--- src/hw/ccsp_consts.vh ---
// Constants for the clock count, status and pin 0 register group
`ifndef CCSP_CONSTS_VH
`define CCSP_CONSTS_VH

// Register offsets on the internal 8-bit register port
`define CCSP_ADDR_FREQ_COUNT   8'h1b
`define CCSP_ADDR_LINK_STATUS  8'h1c
`define CCSP_ADDR_PIN0_CONFIG  8'h1d

// Status bit positions
`define CCSP_STS_TX_DUAL       5
`define CCSP_STS_RX_DUAL       4
`define CCSP_STS_AUDIO_LOCK    3
`define CCSP_STS_SIG_DETECT    1
`define CCSP_STS_LINK_LOCK     0

// Pin 0 configuration field positions
`define CCSP_PIN0_REV_HI       7
`define CCSP_PIN0_REV_LO       4
`define CCSP_PIN0_LEVEL        3
`define CCSP_PIN0_REMOTE       2
`define CCSP_PIN0_DIR          1
`define CCSP_PIN0_EN           0

// Reset values
`define CCSP_FREQ_RESET        8'h00
`define CCSP_PIN0_CFG_RESET    4'h0
// Arbitrary revision value, not a real part code
`define CCSP_REVISION_VALUE    4'ha

// Timing: oscillator period and system clock period in picoseconds
`define CCSP_OSC_PERIOD_PS     50000
`define CCSP_SYS_PERIOD_PS     4000
// Whole system cycles per oscillator period (least time, rounded up)
`define CCSP_OSC_CYCLES        ((`CCSP_OSC_PERIOD_PS + `CCSP_SYS_PERIOD_PS - 1) / `CCSP_SYS_PERIOD_PS)
`define CCSP_COUNT_MAX         8'hff

`endif

--- src/hw/ccsp_sync3.v ---
// Three-stage input synchroniser with agreement check on the last two stages
`default_nettype none

module ccsp_sync3
(
    input  wire  i_clk_sys,
    input  wire  i_rstn,
    input  wire  i_async,
    output reg   o_level
);

    reg  [2:0]  stage_r;

    //--------------------------------------------------------------
    // Synchroniser chain
    //--------------------------------------------------------------
    // Stage 0 feeds only stage 1; level changes once stages 1 and 2 agree
    always @(posedge i_clk_sys or negedge i_rstn)
    begin
        if (!i_rstn)
        begin
            stage_r <= 3'h0;
            o_level <= 1'b0;
        end
        else
        begin
            stage_r <= {stage_r[1:0], i_async};
            if (stage_r[1] == stage_r[2])
                o_level <= stage_r[2];
        end
    end

endmodule // ccsp_sync3

`default_nettype wire

--- src/hw/ccsp_regs.v ---
// Clock frequency counter, link status and pin 0 configuration registers
`default_nettype none
`include "ccsp_consts.vh"

module ccsp_regs
(
    input  wire        i_clk_sys,
    input  wire        i_rstn,
    // Internal register port
    input  wire        i_reg_wr,
    input  wire        i_reg_rd,
    input  wire [7:0]  i_reg_addr,
    input  wire [7:0]  i_reg_wdata,
    output reg  [7:0]  o_reg_rdata,
    output reg         o_reg_rvalid,
    // Pixel clock, sampled as a pin
    input  wire        i_pixel_clk,
    // Status sources from the link logic
    input  wire        i_transmit_dual_link,
    input  wire        i_receive_dual_link,
    input  wire        i_audio_pll_locked,
    input  wire        i_serial_detect,
    input  wire        i_lock_ch0,
    input  wire        i_lock_ch1,
    // Pin 0 control
    input  wire        i_second_port_select,
    input  wire        i_pin0_functional,
    input  wire        i_pin0_remote_level,
    input  wire        i_pin0_in,
    input  wire        i_second_port_pin0_in,
    output reg         o_pin0_out,
    output reg         o_pin0_oe_n,
    output reg         o_second_port_pin0_out,
    output reg         o_second_port_pin0_oe_n,
    output reg         o_pin0_sampled,
    output reg         o_measure_busy
);

    localparam integer OSC_CYC_I = `CCSP_OSC_CYCLES;
    localparam [7:0]   OSC_CYC   = OSC_CYC_I[7:0];

    wire        pix_s;
    wire [1:0]  pad_in = {i_second_port_pin0_in, i_pin0_in};
    wire [1:0]  pad_s;
    genvar      gi;
    reg         pix_prev_r;
    reg  [7:0]  count_r;
    reg  [7:0]  result_r;
    reg  [7:0]  osc_left_r;
    reg  [7:0]  tick_div_r;
    reg  [3:0]  pin_cfg_r;
    reg  [7:0]  status_r;
    reg         drv_out_nxt;
    reg         drv_oe_n_nxt;

    // Address match used by both the write and read paths
    function sel;
        input [7:0] addr;
        input [7:0] target;
        begin
            sel = (addr == target);
        end
    endfunction

    //--------------------------------------------------------------
    // Pixel clock edge detection
    //--------------------------------------------------------------
    // Pixel clock is sampled; only clocks well below half the system rate count exactly
    ccsp_sync3 ccsp_sync3_inst
    (
        .i_clk_sys (i_clk_sys),
        .i_rstn    (i_rstn),
        .i_async   (i_pixel_clk),
        .o_level   (pix_s)
    );

    // Pad inputs are asynchronous, so each passes its own filter before the mux
    generate
        for (gi = 0; gi < 2; gi = gi + 1)
        begin : g_pad_sync
            ccsp_sync3 ccsp_sync3_inst
            (
                .i_clk_sys (i_clk_sys),
                .i_rstn    (i_rstn),
                .i_async   (pad_in[gi]),
                .o_level   (pad_s[gi])
            );
        end
    endgenerate

    wire pix_rise = pix_s & ~pix_prev_r;
    wire fc_wr    = i_reg_wr & sel(i_reg_addr, `CCSP_ADDR_FREQ_COUNT);
    wire osc_tick = (tick_div_r == OSC_CYC - 8'h01);

    //--------------------------------------------------------------
    // Frequency measurement
    //--------------------------------------------------------------
    // Interval counts oscillator periods; edge count saturates
    always @(posedge i_clk_sys or negedge i_rstn)
    begin
        if (!i_rstn)
        begin
            pix_prev_r     <= 1'b0;
            count_r        <= `CCSP_FREQ_RESET;
            result_r       <= `CCSP_FREQ_RESET;
            osc_left_r     <= 8'h00;
            tick_div_r     <= 8'h00;
            o_measure_busy <= 1'b0;
        end
        else
        begin
            pix_prev_r <= pix_s;
            if (fc_wr)
            begin
                // New write always restarts, even mid-interval
                count_r        <= 8'h00;
                osc_left_r     <= i_reg_wdata;
                tick_div_r     <= 8'h00;
                o_measure_busy <= (i_reg_wdata != 8'h00);
                if (i_reg_wdata == 8'h00)
                    result_r <= 8'h00;                        // Empty interval sees no edges
            end
            else if (o_measure_busy)
            begin
                tick_div_r <= osc_tick ? 8'h00 : tick_div_r + 8'h01;
                if (pix_rise && count_r != `CCSP_COUNT_MAX)
                    count_r <= count_r + 8'h01;
                if (osc_tick)
                begin
                    osc_left_r <= osc_left_r - 8'h01;
                    if (osc_left_r == 8'h01)
                    begin
                        o_measure_busy <= 1'b0;
                        // Include an edge landing on the final cycle, still saturating
                        result_r <= (pix_rise && count_r != `CCSP_COUNT_MAX)
                                    ? count_r + 8'h01 : count_r;
                    end
                end
            end
        end
    end

    //--------------------------------------------------------------
    // Status capture
    //--------------------------------------------------------------
    // Sources are on the system clock; registered for a stable read value
    always @(posedge i_clk_sys or negedge i_rstn)
    begin
        if (!i_rstn)
            status_r <= 8'h00;
        else
        begin
            status_r                         <= 8'h00;
            status_r[`CCSP_STS_TX_DUAL]      <= i_transmit_dual_link;
            status_r[`CCSP_STS_RX_DUAL]      <= i_receive_dual_link;
            status_r[`CCSP_STS_AUDIO_LOCK]   <= i_audio_pll_locked;
            status_r[`CCSP_STS_SIG_DETECT]   <= i_serial_detect;
            status_r[`CCSP_STS_LINK_LOCK]    <= i_lock_ch0 &
                (~i_receive_dual_link | i_lock_ch1);
        end
    end

    //--------------------------------------------------------------
    // Pin 0 configuration register
    //--------------------------------------------------------------
    always @(posedge i_clk_sys or negedge i_rstn)
    begin
        if (!i_rstn)
            pin_cfg_r <= `CCSP_PIN0_CFG_RESET;
        else if (i_reg_wr && sel(i_reg_addr, `CCSP_ADDR_PIN0_CONFIG))
            pin_cfg_r <= i_reg_wdata[`CCSP_PIN0_LEVEL:`CCSP_PIN0_EN];
    end

    //--------------------------------------------------------------
    // Pin drive decode
    //--------------------------------------------------------------
    // Remote control overrides the direction pair
    always @*
    begin
        drv_out_nxt  = 1'b0;
        drv_oe_n_nxt = 1'b1;
        if (pin_cfg_r[`CCSP_PIN0_REMOTE])
        begin
            drv_out_nxt  = i_pin0_remote_level;
            drv_oe_n_nxt = 1'b0;
        end
        else
        begin
            case ({pin_cfg_r[`CCSP_PIN0_DIR], pin_cfg_r[`CCSP_PIN0_EN]})
                2'b00:
                begin
                    drv_out_nxt  = i_pin0_functional;
                    drv_oe_n_nxt = 1'b0;
                end
                2'b01:
                begin
                    drv_out_nxt  = pin_cfg_r[`CCSP_PIN0_LEVEL];
                    drv_oe_n_nxt = 1'b0;
                end
                2'b10:
                    drv_oe_n_nxt = 1'b1;
                2'b11:
                    drv_oe_n_nxt = 1'b1;
                default:
                    drv_oe_n_nxt = 1'b1;
            endcase
        end
    end

    // Unselected pin stays released so only one port is steered
    always @(posedge i_clk_sys or negedge i_rstn)
    begin
        if (!i_rstn)
        begin
            o_pin0_out              <= 1'b0;
            o_pin0_oe_n             <= 1'b1;
            o_second_port_pin0_out  <= 1'b0;
            o_second_port_pin0_oe_n <= 1'b1;
            o_pin0_sampled          <= 1'b0;
        end
        else
        begin
            if (i_second_port_select)
            begin
                o_second_port_pin0_out  <= drv_out_nxt;
                o_second_port_pin0_oe_n <= drv_oe_n_nxt;
                o_pin0_out              <= 1'b0;
                o_pin0_oe_n             <= 1'b1;
                o_pin0_sampled          <= pad_s[1];
            end
            else
            begin
                o_pin0_out              <= drv_out_nxt;
                o_pin0_oe_n             <= drv_oe_n_nxt;
                o_second_port_pin0_out  <= 1'b0;
                o_second_port_pin0_oe_n <= 1'b1;
                o_pin0_sampled          <= pad_s[0];
            end
        end
    end

    //--------------------------------------------------------------
    // Read path
    //--------------------------------------------------------------
    // One cycle read latency; unmapped offsets read zero
    always @(posedge i_clk_sys or negedge i_rstn)
    begin
        if (!i_rstn)
        begin
            o_reg_rdata  <= 8'h00;
            o_reg_rvalid <= 1'b0;
        end
        else
        begin
            o_reg_rvalid <= i_reg_rd;
            if (!i_reg_rd)
                o_reg_rdata <= o_reg_rdata;
            else if (sel(i_reg_addr, `CCSP_ADDR_FREQ_COUNT))
                o_reg_rdata <= result_r;
            else if (sel(i_reg_addr, `CCSP_ADDR_LINK_STATUS))
                o_reg_rdata <= status_r;
            else if (sel(i_reg_addr, `CCSP_ADDR_PIN0_CONFIG))
                o_reg_rdata <= {`CCSP_REVISION_VALUE, pin_cfg_r};
            else
                o_reg_rdata <= 8'h00;
        end
    end

endmodule // ccsp_regs

`default_nettype wire

--- config.mk ---
export PLATFORM = sky130hd
export DESIGN_NAME = ccsp_regs
export DESIGN_NICKNAME = d
export VERILOG_FILES = /design/src/hw/ccsp_sync3.v /design/src/hw/ccsp_regs.v
export VERILOG_INCLUDE_DIRS = /design/src /design/src/hw
export SDC_FILE = /design/constraint.sdc
export NUM_CORES = 1
export LEC_CHECK = 0
export BUFFER_PORTS_ARGS = -buffer_cell sky130_fd_sc_hd__buf_2
export CORE_MARGIN = 1
export CORE_UTILIZATION = 57
export CTS_CLUSTER_DIAMETER = 150
export CTS_CLUSTER_SIZE = 16
export DETAILED_ROUTE_END_ITERATION = 12
export GPL_ROUTABILITY_DRIVEN = 0
export GPL_TIMING_DRIVEN = 1
export PLACE_DENSITY = 0.83
export SLEW_MARGIN = 20
export SYNTH_ARGS = -nofsm -noshare
export SYNTH_HDL_FRONTEND = slang
export SYNTH_HIERARCHICAL = 1
export SYNTH_SLANG_ARGS = --single-unit
export TNS_END_PERCENT = 50
--- constraint.sdc ---
create_clock -name i_clk_sys -period 2 [get_ports i_clk_sys]
set_input_delay 0.5 -clock i_clk_sys [delete_from_list [all_inputs] [get_ports i_clk_sys]]
set_output_delay 0.5 -clock i_clk_sys [all_outputs]
set_load 0.02 [all_outputs]
-- Word-level counts from Yosys, hierarchy flattened
Index checks and enable logic that the tools add are counted.
W data, S select, Z words.
- logic and storage cells: 85
- output and inout port bits: 15
- bits of input ports: 32
- bits in registers: 69
- eq/ne operators: 13
- add/subtract/negate cells: 3
- bitwise operators: 6
- muxes and demuxes: 30
- reduce and logical (&&, ||, !) cells: 12
- operator list (cell ; number):
    $mux W8 ; 17
    $eq A8 B5 Y1 const B ; 3
    $add A8 B1 Y8 const B ; 2
    $mux W1 ; 11
    $eq A8 B1 Y1 const B ; 1
    $eq A8 B4 Y1 const B ; 1
    $logic_not A8 Y1 ; 1
    $ne A8 B8 Y1 const B ; 1
    $reduce_bool A8 Y1 ; 1
    $sub A8 B1 Y8 const B ; 1
    $reduce_bool A2 Y1 ; 3
    $eq A2 B2 Y1 const B ; 2
    $pmux W1 S2 ; 2
    $reduce_and A4 Y1 ; 1
    $reduce_or A2 Y1 ; 2
    $and A1 B1 Y1 ; 3
    $eq A1 B1 Y1 ; 3
    $eq A2 B1 Y1 const B ; 1
    $logic_and A1 B1 Y1 ; 2
    $logic_not A2 Y1 ; 1
    $ne A2 B1 Y1 const B ; 1
    $not A1 Y1 ; 2
    $reduce_and A2 Y1 ; 1
    $or A1 B1 Y1 ; 1

-- Depth between registers and ports, before layout
Gate-level depths: netlist of run 1.
- word-level depth: 8
- gate-level depth with buffers: 8
- depth with buffers taken out: 6

-- Modules after synthesis
The synthesis of run 1 kept the hierarchy.
- by module, submodules not included (module ; area each (µm²) ; cells an instance ; times used ; sequential area each (µm²)):
    ccsp_regs ; 2891.5 ; 290 ; 1 ; 1428.9
    ccsp_sync3 ; 111.4 ; 5 ; 3 ; 100.1

-- Least setup slack after synthesis of run 1
Ideal clock, no wire load.
- path type: input to register
- from: input i_reg_addr[0]
- to: register osc_left_r[7]
- setup time: 69 ps
- cell stages on the path: 7
- path buffers: 3
- slack: 155 ps
- data required time: 1931 ps
- data arrival time: 1776 ps
- cell sequence: buf_6 -> and3b_1 -> buf_6 -> and4b_4 -> buf_6 -> or4b_1 -> nand3_1
- longest elaborated chain between the ends: 4
- elaborated cells on any way between the ends: 6
- those cells by class: eq/ne (1); mux (1); bitwise (1); reduce/logical (3)
- RTL lines (item ; line ; text):
    start, declared ; ccsp_regs.v:12 ; input wire [7:0] i_reg_addr,
    $eq A8 B5 Y1 (*) ; ccsp_regs.v:61 ; sel = (addr == target);
    $and A1 B1 Y1 (*) ; ccsp_regs.v:92 ; wire fc_wr = i_reg_wr & sel(i_reg_addr, `CCSP_ADDR_FREQ_COUNT);
    $reduce_bool A2 Y1 (no line) ; n/a ;
    $reduce_and A2 Y1 (no line) ; n/a ;
    end signal, assigned ; ccsp_regs.v:117 ; osc_left_r <= i_reg_wdata;
    end signal, assigned ; ccsp_regs.v:130 ; osc_left_r <= osc_left_r - 8'h01;
    end, declared ; ccsp_regs.v:49 ; reg [7:0] osc_left_r;
Every way passes the cells marked *; elsewhere a longest branch is shown, timed or not.
A chain may end at the register's enable or synchronous reset.

-- Final worst setup path of run 1
- from: register tick_div_r[0]
- to: register result_r[2]
- longest elaborated chain between the ends: 3
- RTL lines (item ; line ; text):
    start, declared ; ccsp_regs.v:50 ; reg [7:0] tick_div_r;
    start signal, assigned ; ccsp_regs.v:125 ; tick_div_r <= osc_tick ? 8'h00 : tick_div_r + 8'h01;
    $eq A8 B4 Y1 ; ccsp_regs.v:93 ; wire osc_tick = (tick_div_r == OSC_CYC - 8'h01);
    $reduce_bool A2 Y1 (no line) ; n/a ;
    $reduce_and A4 Y1 (no line) ; n/a ;
    end signal, assigned ; ccsp_regs.v:105 ; result_r <= `CCSP_FREQ_RESET;
    end signal, assigned ; ccsp_regs.v:135 ; result_r <= (pix_rise && count_r != `CCSP_COUNT_MAX)
    end, declared ; ccsp_regs.v:48 ; reg [7:0] result_r;
No other way between the ends.

==> results of run 1 <==
## flip-flops by register name, summed over array words and instances (netlist names)
signal,flops
osc_left_r,8
pix_prev_r,1
o_second_port_pin0_oe_n,1
o_pin0_oe_n,1
o_reg_rvalid,1
o_pin0_out,1
o_second_port_pin0_out,1
status_r,5
ccsp_sync3_inst/o_level,1
o_pin0_sampled,1
ccsp_sync3_inst/stage_r,3
o_measure_busy,1
o_reg_rdata,8
result_r,8
tick_div_r,8
g_pad_sync.ccsp_sync3_inst/stage_r,6
pin_cfg_r,4
g_pad_sync.ccsp_sync3_inst/o_level,2
count_r,8
## cell families (layout without fill, tap and decap cells)
kind of cell             Yosys count  in the layout  share of synthesized area (%)
adder cells (fa/ha/maj)            8              8                           2.99
buffers and inverters             39            102                           5.43
flip-flops                        69             69                           53.6
AO/OA/AOI/OAI                     55             55                           10.1
XOR/XNOR                          17             17                           4.62
multiplexers                      15             15                           5.00
AND/OR/NAND/NOR                  102            102                           18.2
## final cells by class
type / count / area (um2) / area share [%]
clock buffer: 9 / 124 / 3.26
clock inverter: 7 / 81.3 / 2.14
timing repair buffer: 62 / 363 / 9.54
sequential: 69 / 1730 / 45.5
inverter: 24 / 90.1 / 2.37
multi-input combinational: 197 / 1330 / 34.8
tap: 72 / 90.1 / 2.37
## worst max-delay path by stage
stage / startpoint / end / slack (ps) / cells past startpoint
global route: tick_div_r[0]$_DFFE_PN0P_ / result_r[2]$_DFFE_PN0P_ / 5 / 6
global placement: i_reg_addr[6] / pin_cfg_r[0]$_DFFE_PN0P_ / 80 / 5
detailed placement: i_reg_addr[6] / pin_cfg_r[2]$_DFFE_PN0P_ / -50 / 5
CTS: count_r[0]$_DFFE_PN0P_ / count_r[7]$_DFFE_PN0P_ / 80 / 5
finish: tick_div_r[0]$_DFFE_PN0P_ / result_r[2]$_DFFE_PN0P_ / 150 / 6
floorplan: i_reg_addr[0] / osc_left_r[7]$_DFFE_PN0P_ / 160 / 7
## cells in the final DEF, fill, tap and decap left out, types with 3 or more instances in the layout
| cell type | n |
|---|---|
| a21oi_1 | 16 |
| buf_2 | 46 |
| buf_4 | 15 |
| clkbuf_8 | 9 |
| dfrtp_1 | 67 |
| ha_1 | 4 |
| inv_1 | 24 |
| inv_6 | 4 |
| maj3_2 | 3 |
| mux2_2 | 5 |
| mux2i_1 | 8 |
| nand2_1 | 20 |
| nand2b_1 | 4 |
| nand3_1 | 9 |
| nand4_1 | 12 |
| nor2_1 | 17 |
| nor3_1 | 8 |
| nor4_1 | 5 |
| o21ai_0 | 13 |
| o22ai_1 | 13 |
| or3_1 | 4 |
| xnor2_1 | 7 |
| xor2_1 | 10 |
## synth_stat cells, drive strengths merged, types with 2 or more instances
library cell | instances | area share (%)
buf | 7 | 1.7
o22ai | 13 | 2.5
o211ai | 2 | 0.47
and4 | 2 | 0.54
nor3 | 8 | 1.2
xor2 | 10 | 2.7
and2 | 2 | 0.39
nand4 | 12 | 2.3
clkbuf | 8 | 0.97
nand2b | 4 | 0.78
nor4b | 2 | 1.0
nand2 | 20 | 2.3
nand3 | 11 | 2.0
and3 | 2 | 0.39
a21oi | 16 | 2.5
dfstp | 2 | 1.6
ha | 5 | 1.9
or3 | 4 | 0.78
nor2 | 17 | 2.0
mux2i | 9 | 2.9
nor2b | 2 | 0.39
and4b | 2 | 0.74
inv | 24 | 2.8
o21ai | 15 | 2.3
mux2 | 6 | 2.1
nor4 | 5 | 0.97
nor3b | 2 | 0.47
dfrtp | 67 | 52
maj3 | 3 | 1.0
xnor2 | 7 | 1.9
## worst reg2reg max path, stage by stage (launching register included)
cell and delay [ps]:
dfrtp_1 430, inv_1 90, ha_1 150, and4b_1 280, and2_1 310, nand3_2 190, o32ai_1 300
## routing by layer
layer  routed length (um)  global-route usage [%]  share of wire (%)
met4                   98                    10.0                1.4
met5                    0                       0                  0
met1                 3120                    33.0                 44
met3                  331                    5.95                4.6
met2                 3600                    43.8                 50
## where the power goes
part,switching (mW),internal (mW),total [mW]
Combinational,0.465,0.381,0.846
Clock,0.588,0.595,1.18
Sequential,0.274,1.59,1.86
## per-stage QoR
stage,setup TNS (ps),power [mW],setup WS (ps),instance area (um2),instances
6_report,0,3.89,150,3800,440
3_5_place_dp,-187,2.71,-51.1,3590,424
5_1_grt,0,4.12,4.72,3800,440
3_3_place_gp,0,2.67,76.1,3590,424
4_1_cts,0,3.89,75.7,3800,440
2_1_floorplan,0,2.44,155,3230,305
## what timing repair did
action                                  CTS  global route
hold endpoints to repair                  0             0
gates resized for setup                   0             2
endpoints found under the setup margin    0             3
==> summary.md, run 1 <==
| Metric | Value |
|---|---|
| Post-CTS setup buffer count | `0` |
| Slowest-stage cell, CP | `dfrtp_1` |
| Cts bufs inserted | `9` |
| Worst r2r dst | `result_r[2]$_DFFE_PN0P_` |
| Hold crit path type | `primary input to asynchronous set/reset pin` |
| Via Count | `2569` |
| Die Width | `between 70 and 80 um` |
| Row count | `27` |
| Worst-margin pin slew | `approximately 610 ps` |
| Die area | `5960 um2` |
| DP Wirelength | `between 4000 and 5000 um` |
| Via density per instance | `between 5 and 6` |
| CTS H-Tree Depth | `3` |
| Router iterations before antenna repair | `4` |
| Worst path bufs/invs | `1` |
| Vias in the first global route | `roughly 2.5k` |
| Layout cells sized above 1 | `25.5%` |
| Clk root buf | `clkbuf_8` |
| Main synth FF type | `dfrtp_1` |
| Critical path fanouts, max | `6` |
| Congestion Overflow GR | `0` |
| FF-to-FF path depth | `6` |
| CTS clk-pin slew, worst paths | `approximately 80 ps` |
| Achievable frequency | `0.541 GHz` |
| Worst reg-to-reg setup slack | `about 150 ps` |
| Worst setup SP type | `flip-flop` |
| GRT Total Usage | `a little over a quarter` |
| Syn. warnings | `6` |
| Yosys reg bits | `between 60 and 70` |
| RSZ-0062 raised after global routing | `no` |
| Worst-case clock buffer depth | `2` |
| Largest net degree at the start of global routing | `39` |
| First-pass GRT wire length | `about 12000 um` |
| Starting DRT DRC Count | `~140` |
| Post-synth EDFFs | `0` |
| Required @ worst endpoint | `about 2300 ps` |
| Synthesized area per cell | `about 11 um2` |
| WS Path Type | `flip-flop to flip-flop` |
| Pwr dens | `approximately 1000 nW/um2` |
| Fin. Hold Viols | `0` |
| Async S/R FF share, synth | `between 90% and 100%` |
| Crit path time final | `1850 ps` |
| Max transition margin | `58.9%` |
| Critical path endpoint category | `flip-flop` |
| Die Height | `just under 80 um` |
| Gate Count Post-Synth | `about 310` |
| ANT nets after route | `0` |
| Outcome | `complete, no violations` |
| Antenna violations before repair | `0` |
| Routed len/inst | `between 15 and 20 um` |
| # IOs | `47` |
| DRC violations left | `0` |
| Antenna Cells | `0` |
| Largest delay contributor family on the critical path | `simple AND/OR/NAND/NOR gates` |
| Worst vdd ir | `about 520 uV` |
| Max-cap violations | `0` |
| PortBufs | `46` |
| Synth unique cells | `54` |
| Leakage | `1.69 nW` |
| Initial Utilization | `around 59%` |
| Area Overhead vs Synth | `17.9%` |
| Final Slew Violations | `0` |
| Final setup vio count | `0` |
| Final core occ | `between 60% and 70%` |
| Synthesized area | `3230 um2` |
| Final Skew | `between 4 and 5 ps` |
| Worst path max stage delay | `roughly 430 ps` |
| WHS | `63.1 ps` |
| Worst R2R Start | `tick_div_r[0]$_DFFE_PN0P_` |
| Core outline area | `~5500 um2` |
| Insertion delay to the later sink of the worst-skew pair | `350 ps` |
| Total Wirelength | `around 7000 um` |
| Fill count | `roughly 410` |
| Tcrit/Tclk final | `approximately 92%` |
| # clock sinks | `69` |
| CTS tree | `built` |
| # hold bufs at CTS | `0` |
| Final net count | `400` |
| Critical path data arrival time | `~2100 ps` |
| Crit-path cells | `inv_1, ha_1, and4b_1, and2_1, nand3_2, o32ai_1` |
| Sequential share of the synthesized area | `between 50% and 60%` |
| Syn_nets | `between 300 and 400` |
Note: power is estimated with default switching activity, not from simulation.
==> run 2, diff against run 1 <==
CORE_UTILIZATION = 45   (was 57)
PLACE_DENSITY = 0.68   (was 0.83)
==> run 2 against run 1 <==
- maximum frequency is 1.5% lower
- sequential share of layout area down 0.58 points
- critical path depth is the same
- worst setup slack worse by 29 ps
- combinational power fell by 2%
- clock-buffer cell count unchanged
==> summary.md, run 2 (synthesis gave the netlist of run 1 again) <==
| Metric | Value |
|---|---|
| Cts bufs inserted | `9` |
| Largest net degree at the start of global routing | `70` |
| Achievable frequency | `approximately 0.53 GHz` |
| Required @ worst endpoint | `2240 ps` |
| # IOs | `47` |
| Antenna Cells | `0` |
| Antenna violations before repair | `0` |
| Final Instance Area | `~3900 um2` |
| Layout cells sized above 1 | `about 25%` |
| DP Wirelength | `~4700 um` |
| Max transition margin | `62.4%` |
| GRT Total Usage | `a little under a fifth` |
| Most frequent cells in the layout | `dfrtp_1, buf_2, inv_1` |
| Worst path bufs/invs | `1` |
| Routed len/inst | `around 14 um` |
| Final net count | `400` |
| # hold bufs at CTS | `0` |
| Max-cap violations | `0` |
| Crit-path cells | `ha_1, nand3_2, o211ai_1, buf_4, xor2_1, nor2_1` |
| Vias in the first global route | `approximately 2.4k` |
| Critical path data arrival time | `about 2100 ps` |
| DRC violations left | `0` |
| # clock sinks | `69` |
| Leakage | `between 1.5 and 2 nW` |
| Final setup vio count | `0` |
| Tcrit/Tclk final | `between 90% and 100%` |
| CTS tree | `built` |
| Total Wirelength | `between 6000 and 7000 um` |
| Worst vdd ir | `442 uV` |
| Worst path max stage delay | `500 ps` |
| ANT nets after route | `0` |
| Post-CTS setup buffer count | `0` |
| Worst setup SP type | `flip-flop` |
| Outcome | `complete, no violations` |
| Total negative slack | `0 ps` |
| Critical path fanouts, max | `6` |
| Placed Area | `around 3600 um2` |
| Slowest-stage cell, CP | `o211ai_1` |
| Final Slew Violations | `0` |
| Die Height | `approximately 87 um` |
| Clk root buf | `clkbuf_8` |
| Fin. Hold Viols | `0` |
| First-pass GRT wire length | `between 10000 and 15000 um` |
| RSZ-0062 raised after global routing | `no` |
| Place WS | `around 9 ps` |
| Hold crit path type | `primary input to asynchronous set/reset pin` |
| Via density per instance | `between 5 and 6` |
| Area Overhead vs Synth | `19.4%` |
| Crit path time final | `1880 ps` |
| Post-cts sizing count | `0` |
| Worst-case clock buffer depth | `2` |
| Worst-margin pin slew | `approximately 560 ps` |
| CTS H-Tree Depth | `3` |
| Router iterations before antenna repair | `4` |
| Pwr dens | `slightly above 1000 nW/um2` |
| Initial Utilization | `between 40 and 50%` |
| Commonest non-fill, non-tap cell in the layout | `dfrtp_1` |
| Starting DRT DRC Count | `99` |
| Largest delay contributor family on the critical path | `compound AO/OA/AOI/OAI gates` |
| Die area | `between 7000 and 8000 um2` |
| CTS clk-pin slew, worst paths | `about 80 ps` |
| Fill count | `610` |
| Core outline area | `6870 um2` |
| WS Path Type | `flip-flop to flip-flop` |
| PortBufs | `46` |
| Die Width | `a little under 90 um` |
| Row count | `30` |
| Insertion delay to the later sink of the worst-skew pair | `350 ps` |
| Final Skew | `around 11 ps` |
| Critical path endpoint category | `flip-flop` |
| Congestion Overflow GR | `0` |
| Final setup margin | `121 ps` |
| Via Count | `~2.5k` |
==> run 2: metrics by stage <==
step	std cells	utilization (%)	hold slack [ps]	power (mW)
global placement	448	52.8	332	2.68
finish	464	56.1	157	3.99
floorplan	305	-	204	2.44
CTS	464	56.1	168	4.02
detailed placement	448	52.8	336	2.71
global route	464	56.1	174	4.23
==> run 2: area by class of cell <==
cell class | instances | area [um2] | area share, %
Inverter | 24 | 90.1 | 2.34
Clock inverter | 7 | 104 | 2.70
Sequential cell | 69 | 1730 | 44.9
Clock buffer | 9 | 124 | 3.22
Multi-Input combinational cell | 197 | 1320 | 34.3
Timing Repair Buffer | 62 | 363 | 9.42
Tap cell | 96 | 120 | 3.12
==> run 2: path summary, 6_finish.rpt <==
| kind | startpoint | end | slack [ps] | depth (start not counted) |
|---|---|---|---|---|
| setup reg to reg | count_r[0]$_DFFE_PN0P_ | count_r[0]$_DFFE_PN0P_ | 120 | 6 |
| hold / removal | i_rstn | pin_cfg_r[0]$_DFFE_PN0P_ | 160 | 2 |
| max in group asynchronous | i_rstn | o_second_port_pin0_oe_n$_DFF_PN1_ | 1500 | 2 |
| setup / recovery | count_r[0]$_DFFE_PN0P_ | count_r[0]$_DFFE_PN0P_ | 120 | 6 |
| min in group i_clk_sys | i_second_port_pin0_in | g_pad_sync[1].ccsp_sync3_inst/stage_r[0]$_DFF_PN0_ | 250 | 1 |
| hold reg to reg | g_pad_sync[1].ccsp_sync3_inst/stage_r[0]$_DFF_PN0_ | g_pad_sync[1].ccsp_sync3_inst/stage_r[1]$_DFF_PN0_ | 350 | 0 |
==> run 2: layer usage <==
metal / wire [um] / global-route usage [%] / vias to the layer above
met4: 95 / 11.5 / 0
met5: 0 / 0 / -
met3: 333 / 3.43 / 10
met1: 3030 / 25.5 / 1184
li1: - / - / 1200
met2: 3060 / 29.4 / 71
==> run 2: power by group <==
group / internal, mW / leakage [nW] / switching, mW
logic: 0.376 / 0.765 / 0.456
clock network: 0.722 / 0.115 / 0.583
registers: 1.59 / 0.821 / 0.266
total: 2.69 / 1.70 / 1.30
==> run 3, diff against run 2 <==
CELL_PAD_IN_SITES_DETAIL_PLACEMENT = 1   (was not set)
CELL_PAD_IN_SITES_GLOBAL_PLACEMENT = 1   (was not set)
CORE_UTILIZATION = 44   (was 45)
PLACE_DENSITY = 0.81   (was 0.68)
==> run 3 against run 2 <==
- register-to-register slack worse by 20 ps
- clock skew is 5.5 ps lower
- via count is 5.8% higher
- global-route usage is 5.1 points higher
- sequential power hardly changed
- worst setup slack worse by 18 ps
- highest routed layer unchanged
- final cell count is 0.86% higher
- wire length is 32% higher
- largest power group unchanged
- design area is 0.65% higher
- clock power hardly changed
- flip-flop and latch count stayed put
==> summary.md, run 3 (synthesis gave the netlist of run 1 again) <==
| Metric | Value |
|---|---|
| Critical path fanouts, max | `7` |
| Final setup margin | `roughly 100 ps` |
| Starting DRT DRC Count | `between 100 and 150` |
| Fill count | `just over 800` |
| Antenna violations before repair | `0` |
| Total Wirelength | `8590 um` |
| Combinational Power Share | `a little under a quarter` |
| Switching power share of the total | `33.9%` |
| CTS H-Tree Depth | `3` |
| Slowest-stage cell, CP | `or4_1` |
| Area Overhead vs Synth | `20.2%` |
| PortBufs | `46` |
| RSZ-0062 raised after global routing | `no` |
| Largest net degree at the start of global routing | `70` |
| Crit-path cells | `ha_1, nand3_2, o211ai_1, or4_1, a21oi_1` |
| Most frequent cells in the layout | `dfrtp_1, buf_2, inv_1` |
| Clk root buf | `clkbuf_8` |
| Worst setup SP type | `flip-flop` |
| Row count | `30` |
| # IOs | `47` |
| Via density per instance | `around 5.6` |
| Total negative slack | `0 ps` |
| Outcome | `complete, no violations` |
| Crit path time final | `between 1500 and 2000 ps` |
| # clock sinks | `a little under 70` |
| Final net count | `about 400` |
| Final setup vio count | `0` |
| Worst vdd ir | `about 500 uV` |
| Pwr dens | `around 1100 nW/um2` |
| P_int | `about 2.7 mW` |
| Fin. Hold Viols | `0` |
| Routed len/inst | `18.4 um` |
| Tcrit/Tclk final | `94.8%` |
| Max transition margin | `~59%` |
| Worst-case clock buffer depth | `2` |
| CTS tree | `built` |
| Core outline area | `6940 um2` |
| Final core occ | `between 50% and 60%` |
| WS Path Type | `flip-flop to flip-flop` |
| Place WS | `-45.9 ps` |
| GRT Total Usage | `approximately 24%` |
| Die Height | `87.6 um` |
| Worst-margin pin slew | `roughly 610 ps` |
| Critical path data arrival time | `roughly 2200 ps` |
| Commonest non-fill, non-tap cell in the layout | `dfrtp_1` |
| Area of the multi-input gates | `approximately 1300 um2` |
| Post-CTS setup buffer count | `0` |
| Sequential share of power | `45.3%` |
| Vias in the first global route | `2854` |
| FF/Latch Area | `approximately 1700 um2` |
| Final Skew | `between 5 and 6 ps` |
| CTS clk-pin slew, worst paths | `about 80 ps` |
| Die area | `between 7000 and 8000 um2` |
| DP Wirelength | `between 6000 and 7000 um` |
| Leakage | `~1.7 nW` |
| Final Instance Area | `just under 4000 um2` |
| Largest delay contributor family on the critical path | `simple AND/OR/NAND/NOR gates` |
| Congestion Overflow GR | `0` |
| Placed Area | `between 3000 and 4000 um2` |
| Max-cap violations | `0` |
| Initial Utilization | `a little under half` |
| DRC violations left | `0` |
| ANT nets after route | `0` |
| Switching power total | `1.39 mW` |
| Required @ worst endpoint | `approximately 2300 ps` |
| Worst path bufs/invs | `0` |
| # hold bufs at CTS | `0` |
| Via Count | `between 2k and 3k` |
| Cts bufs inserted | `9` |
| Achievable frequency | `roughly 0.53 GHz` |
| Critical path endpoint category | `flip-flop` |
| Clk pwr share | `between 30% and 40%` |
| Worst path max stage delay | `approximately 540 ps` |
| Layout cells sized above 1 | `between 20% and 30%` |
| First-pass GRT wire length | `14000 um` |
| Post-cts sizing count | `0` |
| Antenna Cells | `0` |
| Die Width | `slightly below 90 um` |
| Worst reg-to-reg setup slack | `~100 ps` |
| WHS | `roughly 160 ps` |
| Hold crit path type | `primary input to asynchronous set/reset pin` |
| Insertion delay to the later sink of the worst-skew pair | `about 360 ps` |
| Router iterations before antenna repair | `4` |
| Final Slew Violations | `0` |
-- run 3: changes by cell type in the layout (fill, tap and decap cells not counted) --
cell        previous run  this run
clkinvlp_4             0         1
clkinv_2               0         1
buf_4                 15        19
o21ai_1                2         3
inv_6                  4         1
clkinv_4               1         2
o21ai_0               13        12
-- run 3: through the flow --
stage                     total power, mW  instances
after floorplan                      2.44        305
after global placement               2.71        452
after detailed placement             2.80        452
after CTS                            4.11        468
after global routing                 4.31        468
final                                4.08        468
-- run 3: layout make-up --
class / instances / area share (%)
Clock buffer: 9 / 3.20
Clock inverter: 7 / 2.55
Timing Repair Buffer: 66 / 10.1
Multi-Input combinational cell: 197 / 34.1
Inverter: 24 / 2.32
Tap cell: 96 / 3.10
Sequential cell: 69 / 44.6
-- run 3: worst paths after layout --
path / start / end / cells after the start
setup / recovery: count_r[0]$_DFFE_PN0P_ / count_r[7]$_DFFE_PN0P_ / 5
hold / removal: i_rstn / osc_left_r[3]$_DFFE_PN0P_ / 2
setup reg to reg: count_r[0]$_DFFE_PN0P_ / count_r[7]$_DFFE_PN0P_ / 5
hold reg to reg: ccsp_sync3_inst/stage_r[0]$_DFF_PN0_ / ccsp_sync3_inst/stage_r[1]$_DFF_PN0_ / 0
max in group asynchronous: i_rstn / o_second_port_pin0_oe_n$_DFF_PN1_ / 2
min in group i_clk_sys: i_serial_detect / status_r[1]$_DFF_PN0_ / 1
-- run 3: layer usage --
layer	share of wire (%)	global-route usage, %	vias to the layer above
met5	0	0	-
met4	2.6	8.94	0
met3	3.7	6.88	20
met2	54	45.1	71
met1	40	26.3	1314
li1	-	-	1203
-- run 3: power by group through the flow --
stage	combinational (mW)	sequential (mW)	clock (mW)
floorplan	0.650	1.79	0
global placement	0.857	1.85	0
detailed placement	0.921	1.88	0
CTS	0.938	1.85	1.32
global route	1.04	1.88	1.39
finish	0.935	1.85	1.30
-- run 3: worst reg2reg max path: cells and delay by family (launching register included) --
kind | cells | cell delay [ps]
AND/OR/NAND/NOR | 2 | 660
flip-flops | 1 | 440
AO/OA/AOI/OAI | 2 | 410
adder cells (fa/ha/maj) | 1 | 310
